<file path="config.mk">
export PLATFORM = sky130hd
export DESIGN_NAME = sp_serial_port
export DESIGN_NICKNAME = d
export VERILOG_FILES = /design/src/core/sp_pkg.sv /design/src/core/sp_serial_port.sv
export SDC_FILE = /design/constraint.sdc
export NUM_CORES = 1
export LEC_CHECK = 0
export ABC_AREA = 1
export BUFFER_PORTS_ARGS = -buffer_cell sky130_fd_sc_hd__buf_2
export CAP_MARGIN = 20
export CORE_AREA = 2 2 124 126
export CTS_BUF_LIST = sky130_fd_sc_hd__clkbuf_8
export DETAILED_ROUTE_END_ITERATION = 8
export DIE_AREA = 0 0 126 128
export PLACE_DENSITY = 0.8
export SYNTH_ARGS = -nofsm -noshare
export SYNTH_HDL_FRONTEND = slang
export SYNTH_SLANG_ARGS = --single-unit
</file>
<file path="constraint.sdc">
create_clock -name sys_clk -period 10.7 [get_ports sys_clk]
set_clock_uncertainty 0.1 [all_clocks]
set_input_delay 1.605 -clock sys_clk [delete_from_list [all_inputs] [get_ports sys_clk]]
set_output_delay 1.605 -clock sys_clk [all_outputs]
set_load 0.005 [all_outputs]
</file>
<file path="src/core/sp_pkg.sv">
// Constants, types and register map of the serial port register block
package sp_pkg;

   localparam int          ADDR_W       = 8;
   localparam logic [7:0]  OFF_DATA     = 8'h00;
   localparam logic [7:0]  OFF_STAT_A   = 8'h04;
   localparam logic [7:0]  OFF_CTRL_B   = 8'h08;
   localparam logic [7:0]  OFF_CTRL_C   = 8'h0C;
   localparam logic [7:0]  OFF_BAUD     = 8'h10;

   localparam int          A_TXC        = 6;
   localparam int          A_DOUBLE     = 1;
   localparam int          A_MPCM       = 0;
   localparam int          B_RXCIE      = 7;
   localparam int          B_TXCIE      = 6;
   localparam int          B_UDRIE      = 5;
   localparam int          B_RXEN       = 4;
   localparam int          B_TXEN       = 3;
   localparam int          B_SIZE_HIGH  = 2;
   localparam int          B_TX_NINTH   = 0;
   localparam int          C_PAR_HIGH   = 5;
   localparam int          C_PAR_LOW    = 4;
   localparam int          C_TWO_STOP   = 3;
   localparam int          C_SIZE_MSB   = 2;
   localparam int          C_SIZE_LSB   = 1;

   localparam logic [7:0]  STAT_A_RESET = 8'h00;
   localparam logic [7:0]  CTRL_B_RESET = 8'h00;
   localparam logic [7:0]  CTRL_C_RESET = 8'h06;
   localparam logic [11:0] BAUD_RESET   = 12'h000;

   localparam logic [4:0]  DIV_NORMAL   = 5'h10;
   localparam logic [4:0]  DIV_DOUBLE   = 5'h08;
   localparam int          FRAME_W      = 13;
   localparam logic [1:0]  FIFO_DEPTH   = 2'h2;

   typedef struct packed {
      logic       frame_err;
      logic       parity_err;
      logic [8:0] data;
   } sp_rx_entry_t;

   typedef enum logic [2:0] {
      RX_IDLE = 3'b001,
      RX_RUN  = 3'b010,
      RX_DONE = 3'b100
   } sp_rx_state_t;

   typedef enum logic [1:0] {
      TX_IDLE  = 2'b01,
      TX_SHIFT = 2'b10
   } sp_tx_state_t;

endpackage : sp_pkg

</file>
<file path="src/core/sp_serial_port.sv">
// Serial port data, status and control registers with transmitter and receiver
//
// The placing of the registers and the APB interface to the registers were left to the implementer.
`timescale 1ns/100ps
module sp_serial_port
(
   input  wire logic        sys_clk,
   input  wire logic        reset,
   input  wire logic        psel,
   input  wire logic        penable,
   input  wire logic        pwrite,
   input  wire logic [7:0]  paddr,
   input  wire logic [31:0] pwdata,
   output logic      [31:0] prdata,
   output logic             pready,
   output logic             pslverr,
   input  wire logic        cpu_status_word_ie,
   input  wire logic        tx_complete_ack,
   input  wire logic        receive_pin,
   output logic             receive_pin_owned,
   output logic             transmit_pin,
   output logic             transmit_pin_oe,
   output logic             rx_complete_irq,
   output logic             tx_complete_irq,
   output logic             buffer_empty_irq
);

   function automatic logic [3:0] char_bits(input logic [2:0] code);
      case (code)
         3'b000:  char_bits = 4'h5;
         3'b001:  char_bits = 4'h6;
         3'b010:  char_bits = 4'h7;
         3'b111:  char_bits = 4'h9;
         default: char_bits = 4'h8; // Reserved codes fall back to eight bits
      endcase
   endfunction : char_bits

   function automatic logic [12:0] build_frame(input logic [8:0] d, input logic [3:0] n,
                                               input logic par_en, input logic odd);
      logic p;
      p = odd;
      build_frame = '1;
      build_frame[0] = 1'b0;
      for (int i = 0; i < 9; i++)
      begin
         if (i < int'(n))
         begin
            build_frame[i + 1] = d[i];
            p = p ^ d[i];
         end
      end
      if (par_en)
         build_frame[int'(n) + 1] = p;
   endfunction : build_frame

   logic [7:0]          ctrl_c;
   logic [11:0]         baud;
   logic                rx_irq_en;
   logic                tx_irq_en;
   logic                udr_irq_en;
   logic                rx_en;
   logic                tx_en;
   logic                size_high;
   logic                tx_ninth;
   logic                double_speed;
   logic                multiproc_mode;
   logic                txc;
   logic                dor;
   logic [11:0]         baud_cnt;
   logic                tick;
   logic [8:0]          tx_buf;
   logic                tx_buf_valid;
   logic                tx_running;
   sp_pkg::sp_tx_state_t tx_state;
   logic [4:0]          tx_sub;
   logic [3:0]          tx_left;
   logic [12:0]         tx_shift;
   sp_pkg::sp_rx_state_t rx_state;
   logic [4:0]          rx_sub;
   logic [3:0]          rx_cnt;
   logic [12:0]         rx_shift;
   sp_pkg::sp_rx_entry_t rx_fifo [0:1];
   sp_pkg::sp_rx_entry_t pend;
   logic                pend_valid;
   logic                rd_ptr;
   logic [1:0]          fifo_cnt;

   logic                acc;
   logic                wr;
   logic                rd;
   logic [3:0]          nbits;
   logic                par_en;
   logic                par_odd;
   logic [4:0]          period;
   logic [4:0]          half;
   logic [3:0]          rx_total;
   logic [3:0]          tx_total;
   logic                tx_load;
   logic                tx_bit_end;
   logic                tx_done;
   logic                rx_start;
   logic                rx_sample;
   logic                push;
   logic                pop;
   logic                head_valid;
   sp_pkg::sp_rx_entry_t head;
   sp_pkg::sp_rx_entry_t rx_entry;
   logic                rx_keep;
   logic [31:0]         next_prdata;
   logic                next_pslverr;

   assign acc        = psel & penable & ~pready;
   assign wr         = acc & pwrite;
   assign rd         = acc & ~pwrite;
   assign nbits      = char_bits({size_high, ctrl_c[sp_pkg::C_SIZE_MSB:sp_pkg::C_SIZE_LSB]});
   assign par_en     = ctrl_c[sp_pkg::C_PAR_HIGH];
   assign par_odd    = ctrl_c[sp_pkg::C_PAR_HIGH] & ctrl_c[sp_pkg::C_PAR_LOW];
   assign period     = double_speed ? sp_pkg::DIV_DOUBLE : sp_pkg::DIV_NORMAL;
   assign half       = period >> 1;
   assign rx_total   = 4'h2 + nbits + {3'b000, par_en};
   assign tx_total   = rx_total + {3'b000, ctrl_c[sp_pkg::C_TWO_STOP]};
   assign head_valid = (fifo_cnt != 2'b00);
   assign head       = rx_fifo[rd_ptr];
   assign pop        = rd && (paddr == sp_pkg::OFF_DATA) && head_valid;
   assign push       = pend_valid && (fifo_cnt != sp_pkg::FIFO_DEPTH);
   assign tx_load    = tx_running && (tx_state == sp_pkg::TX_IDLE) && tx_buf_valid;
   assign tx_bit_end = (tx_state == sp_pkg::TX_SHIFT) && tick && (tx_sub == period - 5'h01);
   assign tx_done    = tx_bit_end && (tx_left == 4'h1);
   assign rx_start   = rx_en && (rx_state == sp_pkg::RX_IDLE) && tick && !receive_pin;
   assign rx_sample  = (rx_state == sp_pkg::RX_RUN) && tick && (rx_sub == half);

   // Received frame unpacking
   always_comb
   begin
      logic [12:0] frame;
      logic        p;
      frame = rx_shift >> (4'hD - rx_total);
      p = par_odd;
      rx_entry = '0;
      for (int i = 0; i < 9; i++)
      begin
         if (i < int'(nbits))
         begin
            rx_entry.data[i] = frame[i + 1];
            p = p ^ frame[i + 1];
         end
      end
      rx_entry.parity_err = par_en && (frame[int'(nbits) + 1] != p);
      rx_entry.frame_err  = !frame[int'(nbits) + 1 + int'(par_en)];
      // Address marker is the ninth bit, or the first stop bit for shorter characters
      if (nbits == 4'h9)
         rx_keep = !multiproc_mode || rx_entry.data[8];
      else
         rx_keep = !multiproc_mode || !rx_entry.frame_err;
   end

   // Register read mux
   always_comb
   begin
      next_prdata  = 32'h0000_0000;
      next_pslverr = 1'b0;
      case (paddr)
         sp_pkg::OFF_DATA:
            next_prdata[7:0] = head_valid ? head.data[7:0] : 8'h00;
         sp_pkg::OFF_STAT_A:
            next_prdata[7:0] = {head_valid, txc, !tx_buf_valid, head_valid & head.frame_err, dor,
                                head_valid & head.parity_err, double_speed, multiproc_mode};
         sp_pkg::OFF_CTRL_B:
            next_prdata[7:0] = {rx_irq_en, tx_irq_en, udr_irq_en, rx_en, tx_en, size_high,
                                head_valid & head.data[8], tx_ninth};
         sp_pkg::OFF_CTRL_C:
            next_prdata[7:0] = ctrl_c;
         sp_pkg::OFF_BAUD:
            next_prdata[11:0] = baud;
         default:
            next_pslverr = 1'b1;
      endcase
   end

   // Bus slave: one wait state on every access
   always_ff @(posedge sys_clk)
   begin
      if (reset)
      begin
         pready  <= 1'b0;
         prdata  <= 32'h0000_0000;
         pslverr <= 1'b0;
      end
      else
      begin
         pready  <= acc;
         prdata  <= rd ? next_prdata : 32'h0000_0000;
         pslverr <= acc & next_pslverr;
      end
   end

   // Control registers; read-only status bits ignore writes
   always_ff @(posedge sys_clk)
   begin
      if (reset)
      begin
         {rx_irq_en, tx_irq_en, udr_irq_en, rx_en, tx_en, size_high} <= sp_pkg::CTRL_B_RESET[7:2];
         tx_ninth       <= sp_pkg::CTRL_B_RESET[sp_pkg::B_TX_NINTH];
         double_speed   <= sp_pkg::STAT_A_RESET[sp_pkg::A_DOUBLE];
         multiproc_mode <= sp_pkg::STAT_A_RESET[sp_pkg::A_MPCM];
         ctrl_c         <= sp_pkg::CTRL_C_RESET;
         baud           <= sp_pkg::BAUD_RESET;
      end
      else if (wr)
      begin
         case (paddr)
            sp_pkg::OFF_STAT_A:
            begin
               double_speed   <= pwdata[sp_pkg::A_DOUBLE];
               multiproc_mode <= pwdata[sp_pkg::A_MPCM];
            end
            sp_pkg::OFF_CTRL_B:
            begin
               rx_irq_en  <= pwdata[sp_pkg::B_RXCIE];
               tx_irq_en  <= pwdata[sp_pkg::B_TXCIE];
               udr_irq_en <= pwdata[sp_pkg::B_UDRIE];
               rx_en      <= pwdata[sp_pkg::B_RXEN];
               tx_en      <= pwdata[sp_pkg::B_TXEN];
               size_high  <= pwdata[sp_pkg::B_SIZE_HIGH];
               tx_ninth   <= pwdata[sp_pkg::B_TX_NINTH];
            end
            sp_pkg::OFF_CTRL_C:
               ctrl_c <= pwdata[7:0];
            sp_pkg::OFF_BAUD:
               baud <= pwdata[11:0];
            default:
               ;
         endcase
      end
   end

   // Oversampling tick; a baud write restarts the prescaler at once
   always_ff @(posedge sys_clk)
   begin
      if (reset || (wr && paddr == sp_pkg::OFF_BAUD))
      begin
         baud_cnt <= 12'h000;
         tick     <= 1'b0;
      end
      else
      begin
         tick     <= (baud_cnt == baud);
         baud_cnt <= (baud_cnt == baud) ? 12'h000 : baud_cnt + 12'h001;
      end
   end

   // Transmit buffer and deferred disable
   always_ff @(posedge sys_clk)
   begin
      if (reset)
      begin
         tx_buf       <= 9'h000;
         tx_buf_valid <= 1'b0;
         tx_running   <= 1'b0;
      end
      else
      begin
         if (wr && paddr == sp_pkg::OFF_DATA && !tx_buf_valid)
         begin
            tx_buf       <= {tx_ninth, pwdata[7:0]};
            tx_buf_valid <= 1'b1;
         end
         else if (tx_load)
            tx_buf_valid <= 1'b0;
         if (tx_en)
            tx_running <= 1'b1;
         else if (tx_state == sp_pkg::TX_IDLE && !tx_buf_valid)
            tx_running <= 1'b0;
      end
   end

   // Transmit shifter
   always_ff @(posedge sys_clk)
   begin
      if (reset)
      begin
         tx_state        <= sp_pkg::TX_IDLE;
         tx_sub          <= 5'h00;
         tx_left         <= 4'h0;
         tx_shift        <= '1;
         transmit_pin    <= 1'b1;
         transmit_pin_oe <= 1'b0;
      end
      else
      begin
         transmit_pin_oe <= tx_running | tx_en;
         if (tx_load)
         begin
            tx_state     <= sp_pkg::TX_SHIFT;
            tx_shift     <= build_frame(tx_buf, nbits, par_en, par_odd) >> 1;
            tx_left      <= tx_total;
            tx_sub       <= 5'h00;
            transmit_pin <= 1'b0;
         end
         else if (tx_state == sp_pkg::TX_SHIFT && tick)
         begin
            tx_sub <= tx_bit_end ? 5'h00 : tx_sub + 5'h01;
            if (tx_done)
            begin
               tx_state     <= sp_pkg::TX_IDLE;
               transmit_pin <= 1'b1;
            end
            else if (tx_bit_end)
            begin
               transmit_pin <= tx_shift[0];
               tx_shift     <= {1'b1, tx_shift[12:1]};
               tx_left      <= tx_left - 4'h1;
            end
         end
      end
   end

   // Transmit complete; a new completion wins over a clear
   always_ff @(posedge sys_clk)
   begin
      if (reset)
         txc <= sp_pkg::STAT_A_RESET[sp_pkg::A_TXC];
      else if (tx_done && !tx_buf_valid)
         txc <= 1'b1;
      else if (tx_complete_ack || (wr && paddr == sp_pkg::OFF_STAT_A && pwdata[sp_pkg::A_TXC]))
         txc <= 1'b0;
   end

   // Receiver sampling at mid-bit
   always_ff @(posedge sys_clk)
   begin
      if (reset)
      begin
         rx_state <= sp_pkg::RX_IDLE;
         rx_sub   <= 5'h00;
         rx_cnt   <= 4'h0;
         rx_shift <= 13'h0000;
      end
      else if (!rx_en)
         rx_state <= sp_pkg::RX_IDLE;
      else
      begin
         case (rx_state)
            sp_pkg::RX_IDLE:
               if (rx_start)
               begin
                  rx_state <= sp_pkg::RX_RUN;
                  rx_sub   <= 5'h00;
                  rx_cnt   <= 4'h0;
               end
            sp_pkg::RX_RUN:
               if (tick)
               begin
                  rx_sub <= (rx_sub == period - 5'h01) ? 5'h00 : rx_sub + 5'h01;
                  if (rx_sample)
                  begin
                     rx_shift <= {receive_pin, rx_shift[12:1]};
                     rx_cnt   <= rx_cnt + 4'h1;
                     // Glitch shorter than half a bit is not a start
                     if (rx_cnt == 4'h0 && receive_pin)
                        rx_state <= sp_pkg::RX_IDLE;
                     else if (rx_cnt == rx_total - 4'h1)
                        rx_state <= sp_pkg::RX_DONE;
                  end
               end
            sp_pkg::RX_DONE:
               rx_state <= sp_pkg::RX_IDLE;
            default:
               rx_state <= sp_pkg::RX_IDLE;
         endcase
      end
   end

   // Pending character and two-entry receive FIFO
   always_ff @(posedge sys_clk)
   begin
      if (reset || !rx_en)
      begin
         pend_valid <= 1'b0;
         pend       <= '0;
         rd_ptr     <= 1'b0;
         fifo_cnt   <= 2'b00;
         rx_fifo[0] <= '0;
         rx_fifo[1] <= '0;
      end
      else
      begin
         if (rx_state == sp_pkg::RX_DONE && rx_keep)
         begin
            pend       <= rx_entry;
            pend_valid <= 1'b1;
         end
         else if (push)
            pend_valid <= 1'b0;
         if (push)
            rx_fifo[rd_ptr ^ fifo_cnt[0]] <= pend;
         if (pop)
            rd_ptr <= ~rd_ptr;
         fifo_cnt <= fifo_cnt + {1'b0, push} - {1'b0, pop};
      end
   end

   // Overrun; a new overrun wins over the clearing read
   always_ff @(posedge sys_clk)
   begin
      if (reset || !rx_en)
         dor <= 1'b0;
      else if (rx_start && fifo_cnt == sp_pkg::FIFO_DEPTH && pend_valid)
         dor <= 1'b1;
      else if (rd && paddr == sp_pkg::OFF_DATA)
         dor <= 1'b0;
   end

   // Interrupt requests and pin ownership
   always_ff @(posedge sys_clk)
   begin
      if (reset)
      begin
         rx_complete_irq   <= 1'b0;
         tx_complete_irq   <= 1'b0;
         buffer_empty_irq  <= 1'b0;
         receive_pin_owned <= 1'b0;
      end
      else
      begin
         rx_complete_irq   <= rx_irq_en & cpu_status_word_ie & head_valid;
         tx_complete_irq   <= tx_irq_en & cpu_status_word_ie & txc;
         buffer_empty_irq  <= udr_irq_en & cpu_status_word_ie & !tx_buf_valid;
         receive_pin_owned <= rx_en;
      end
   end

endmodule : sp_serial_port

</file>
==> flow_summary.yaml <==
outcome:
  outcome: "completed"
yosys:
  syn-cell-area_um2: 8760
  synthTopCellsByArea: "dfxtp_1 32%, nand2_1 12%, edfxtp_1 7.5%"
  yosys_warnings: 0
  synth_top_area_share: 0.320
  synth_area_per_cell_um2: 7.06
  ys.flop_type: "dfxtp_1"
  synth-seq-cells: 162
  synth_xor_area_frac: 0.0380
  netlist_instances: 1240
  synthAdderAreaFrac: 0.0329
  yosys-mux-area-fraction: 0.00114
  synth_top_family_by_area: "simple AND/OR/NAND/NOR gates"
  ys_types: 51
  ys_seq_area_frac: 0.395
  yosys.area_share.simple: 0.305
  async_reset_ff_frac: 0
  synth_edf_count: 22
  yosys.area.top_type: "dfxtp_1"
  synth_compound_area_frac: 0.131
floorplan:
  core_um2: 14900
  start_util: 0.589
  die_h_um: 128
  boundaryPins: 88
  die_x_um: 126
  placementRows: 45
  dieArea_um2: 16100
critical_path:
  path_class: "flip-flop to flip-flop"
  worstSetupStartpointType: "flip-flop"
  path_delay_family: "simple AND/OR/NAND/NOR gates"
  slowest_stage: "ha_1"
  crit_chain: "nand2_2 > inv_1 > nand2_1 > nand2_1 > ha_1 > inv_1 > ha_1 > inv_1 > ha_1 > inv_1 > o21ai_1 > nand2_1 > nand2_1 > nand2_1 > nand3_1 > nand3_1 > nand3_2 > nand3_2 > nand2_2 > nand2_2 > nor2_1 > nor2_1"
  end_kind: "flip-flop"
  path_buf_inv: 4
  cp_common_cell: "nand2_1"
  worstPathRequired_ns: 10.97
  slowest_delay_ns: 0.72
  arrival_ns: 5.40
  crit_fanout: 21
route:
  drcViolationCount: 0
  dr.first_iter.drc_count: 564
  wl_per_cell_um: 14.2
  routed_wl_um: 20900
  dr_total_vias: 8022
  first_pass_iters: 8
  via_per_inst: 5.46
  ant_nets: 0
job:
  maxCapViolations: 0
cells_and_area:
  final_cells: 1469
  post-route-cell-area_um2: 9370
  syn_to_final_growth_pct: 7.03
  drive_above_1_share: 0.0882
  insertedDiodeCount: 0
  fin_nets: 1340
  fill_cells: 1362
  final_util: 0.631
place:
  portBuffers: 47
  gp_congestion: 0.904
  dp_cells: 1437
  hpwl_um: 15100
  dp_worst_setup_slack_ns: 5.71
  placed_area_um2: 8990
power:
  switching_share: 0.237
  p_comb_frac: 0.023
  p_clk_frac: 0.408
  power.net_switching_mw: 0.256
  powerDensity_nw_per_um2: 115
  power.internal_mw: 0.824
  vdd.ir_drop.worst_mv: 0.0785
  fin_total_pwr_mw: 1.08
  pwr-share-seq: 0.569
  p_leak_nw: 4.07
sta:
  worst_slew_pin_slew_ns: 0.758
  period_share: 0.480
  setup_tns_ns: 0
  worst_slack_ns: 5.56
  whs_ns: 0.374
  max-slew-margin-rel: 0.490
  slew_violations: 0
  post-route-min-period_ns: 5.14
  fmax_ghz: 0.195
  setup_viol: 0
  rsz0062_at_grt: "no"
  hold_viol: 0
clocking:
  cts_buffer_depth: 2
  cts_resized: 0
  cts_hold_buf: 0
  postCtsSetupRepairBufs: 0
  clkTransAtPathRegs_ns: 0.08
  cts_buffers: 17
  clkLatencyLatePin_ns: 0.48
  htreeDepth: 4
  root_buffer: "clkbuf_8"
  cts_sinks: 162
  cts_tree: "yes"
grt:
  antenna_found_initial: 1
  grt_max_degree: 67
  grt_pass1_vias: 7339
  grt_remaining_overflow: 0
  grt_pass1_wl_um: 34800
  gr-usage-all-layers: 0.265
worst_hold_path:
  min_path_type: "flip-flop to flip-flop"
[power by group through the flow]
| stage | clock (mW) | sequential (mW) | combinational, mW |
|---|---|---|---|
| after detailed placement | 0 | 0.629 | 0.0244 |
| after global routing | 0.468 | 0.615 | 0.0279 |
| after floorplan | 0 | 0.629 | 0.0186 |
| final | 0.440 | 0.615 | 0.0252 |
| after CTS | 0.443 | 0.615 | 0.0246 |
| after global placement | 0 | 0.629 | 0.0241 |
[final timing paths]
kind                from     endpoint  slack [ns]  depth (start not counted)
min reg2reg  tx_shift[1]  tx_shift[1]        0.37                          2
max            ctrl_c[2]      pend[4]        5.56                         22
min          tx_shift[1]  tx_shift[1]        0.37                          2
max reg2reg    ctrl_c[2]      pend[4]        5.56                         22
[logic make-up (layout without fill, tap and decap cells)]
logic type,count (synthesis),in the layout
and+or+nand+nor,615,615
AOI/OAI and AO/OA,204,204
buffers and inverters,196,218
DFF,162,162
xor gates and xnor gates,38,38
adders and majority gates,23,23
other,1,20
muxes,1,1
[registers in the layout, indices dropped and copies added (netlist names), 2 cells and up, named ones only]
| name | flops |
|---|---|
| baud | 12 |
| baud_cnt | 12 |
| ctrl_c | 8 |
| fifo_cnt | 2 |
| pend | 11 |
| prdata | 12 |
| rx_cnt | 4 |
| rx_fifo | 22 |
| rx_shift | 13 |
| rx_state | 3 |
| rx_sub | 5 |
| tx_buf | 9 |
| tx_left | 4 |
| tx_shift | 13 |
| tx_state | 2 |
| tx_sub | 5 |
[Yosys cell counts (all sizes together), types with 9 or more instances]
cell    count
nand2     283
nor2      170
dfxtp     140
inv       134
nand3     102
o21ai      89
a21oi      73
buf        35
nor3       27
xor2       26
clkbuf     25
ha         23
edfxtp     22
xnor2      12
a221oi      9
[worst min-delay path, stage by stage (launching register included)]
cell and delay [ns]:
dfxtp_1 0.34, nand2_1 0.06, nand3_1 0.05
[per-layer routing]
layer / wire, µm / global-route usage / vias to the layer above
li1: - / - / 4081
met1: 9340 / 0.347 / 3639
met2: 9590 / 0.424 / 248
met3: 1270 / 0.0547 / 54
met4: 681 / 0.120 / 0
met5: 0 / 0 / -
[cells in the final DEF, fill, tap and decap left out, drive strengths merged]
| cell type | instances |
|---|---|
| edfxtp | 22 |
| nor3 | 27 |
| a31oi | 3 |
| clkinv | 8 |
| or2 | 7 |
| nand4 | 8 |
| a211o | 2 |
| nand3b | 4 |
| conb | 20 |
| dfxtp | 140 |
| o2111ai | 6 |
| buf | 51 |
| clkbuf | 20 |
| o31ai | 1 |
| o21ai | 89 |
| nor3b | 6 |
| a22o | 1 |
| nor2 | 170 |
| o21bai | 1 |
| a21o | 1 |
| a211oi | 2 |
| nand3 | 102 |
| nor4 | 8 |
| o211ai | 7 |
| a221oi | 9 |
| o221ai | 1 |
| xnor2 | 12 |
| clkinvlp | 1 |
| ha | 23 |
| inv | 137 |
| nand2 | 283 |
| o41ai | 1 |
| a2111oi | 1 |
| mux2i | 1 |
| o22ai | 5 |
| bufinv | 1 |
| a21oi | 73 |
| o21a | 1 |
| xor2 | 26 |
[area by class of cell]
| cell class | count | area (µm²) | area share |
|---|---|---|---|
| multi-input cells | 901 | 4520 | 0.482 |
| well taps | 188 | 235 | 0.0251 |
| repair buffers | 51 | 265 | 0.0283 |
| clock inverters | 11 | 104 | 0.0111 |
| flip-flops and latches | 162 | 3460 | 0.370 |
| inverters | 136 | 510 | 0.0545 |
| clock buffers | 20 | 275 | 0.0294 |
No activity file was read; power rests on OpenSTA's default activity.
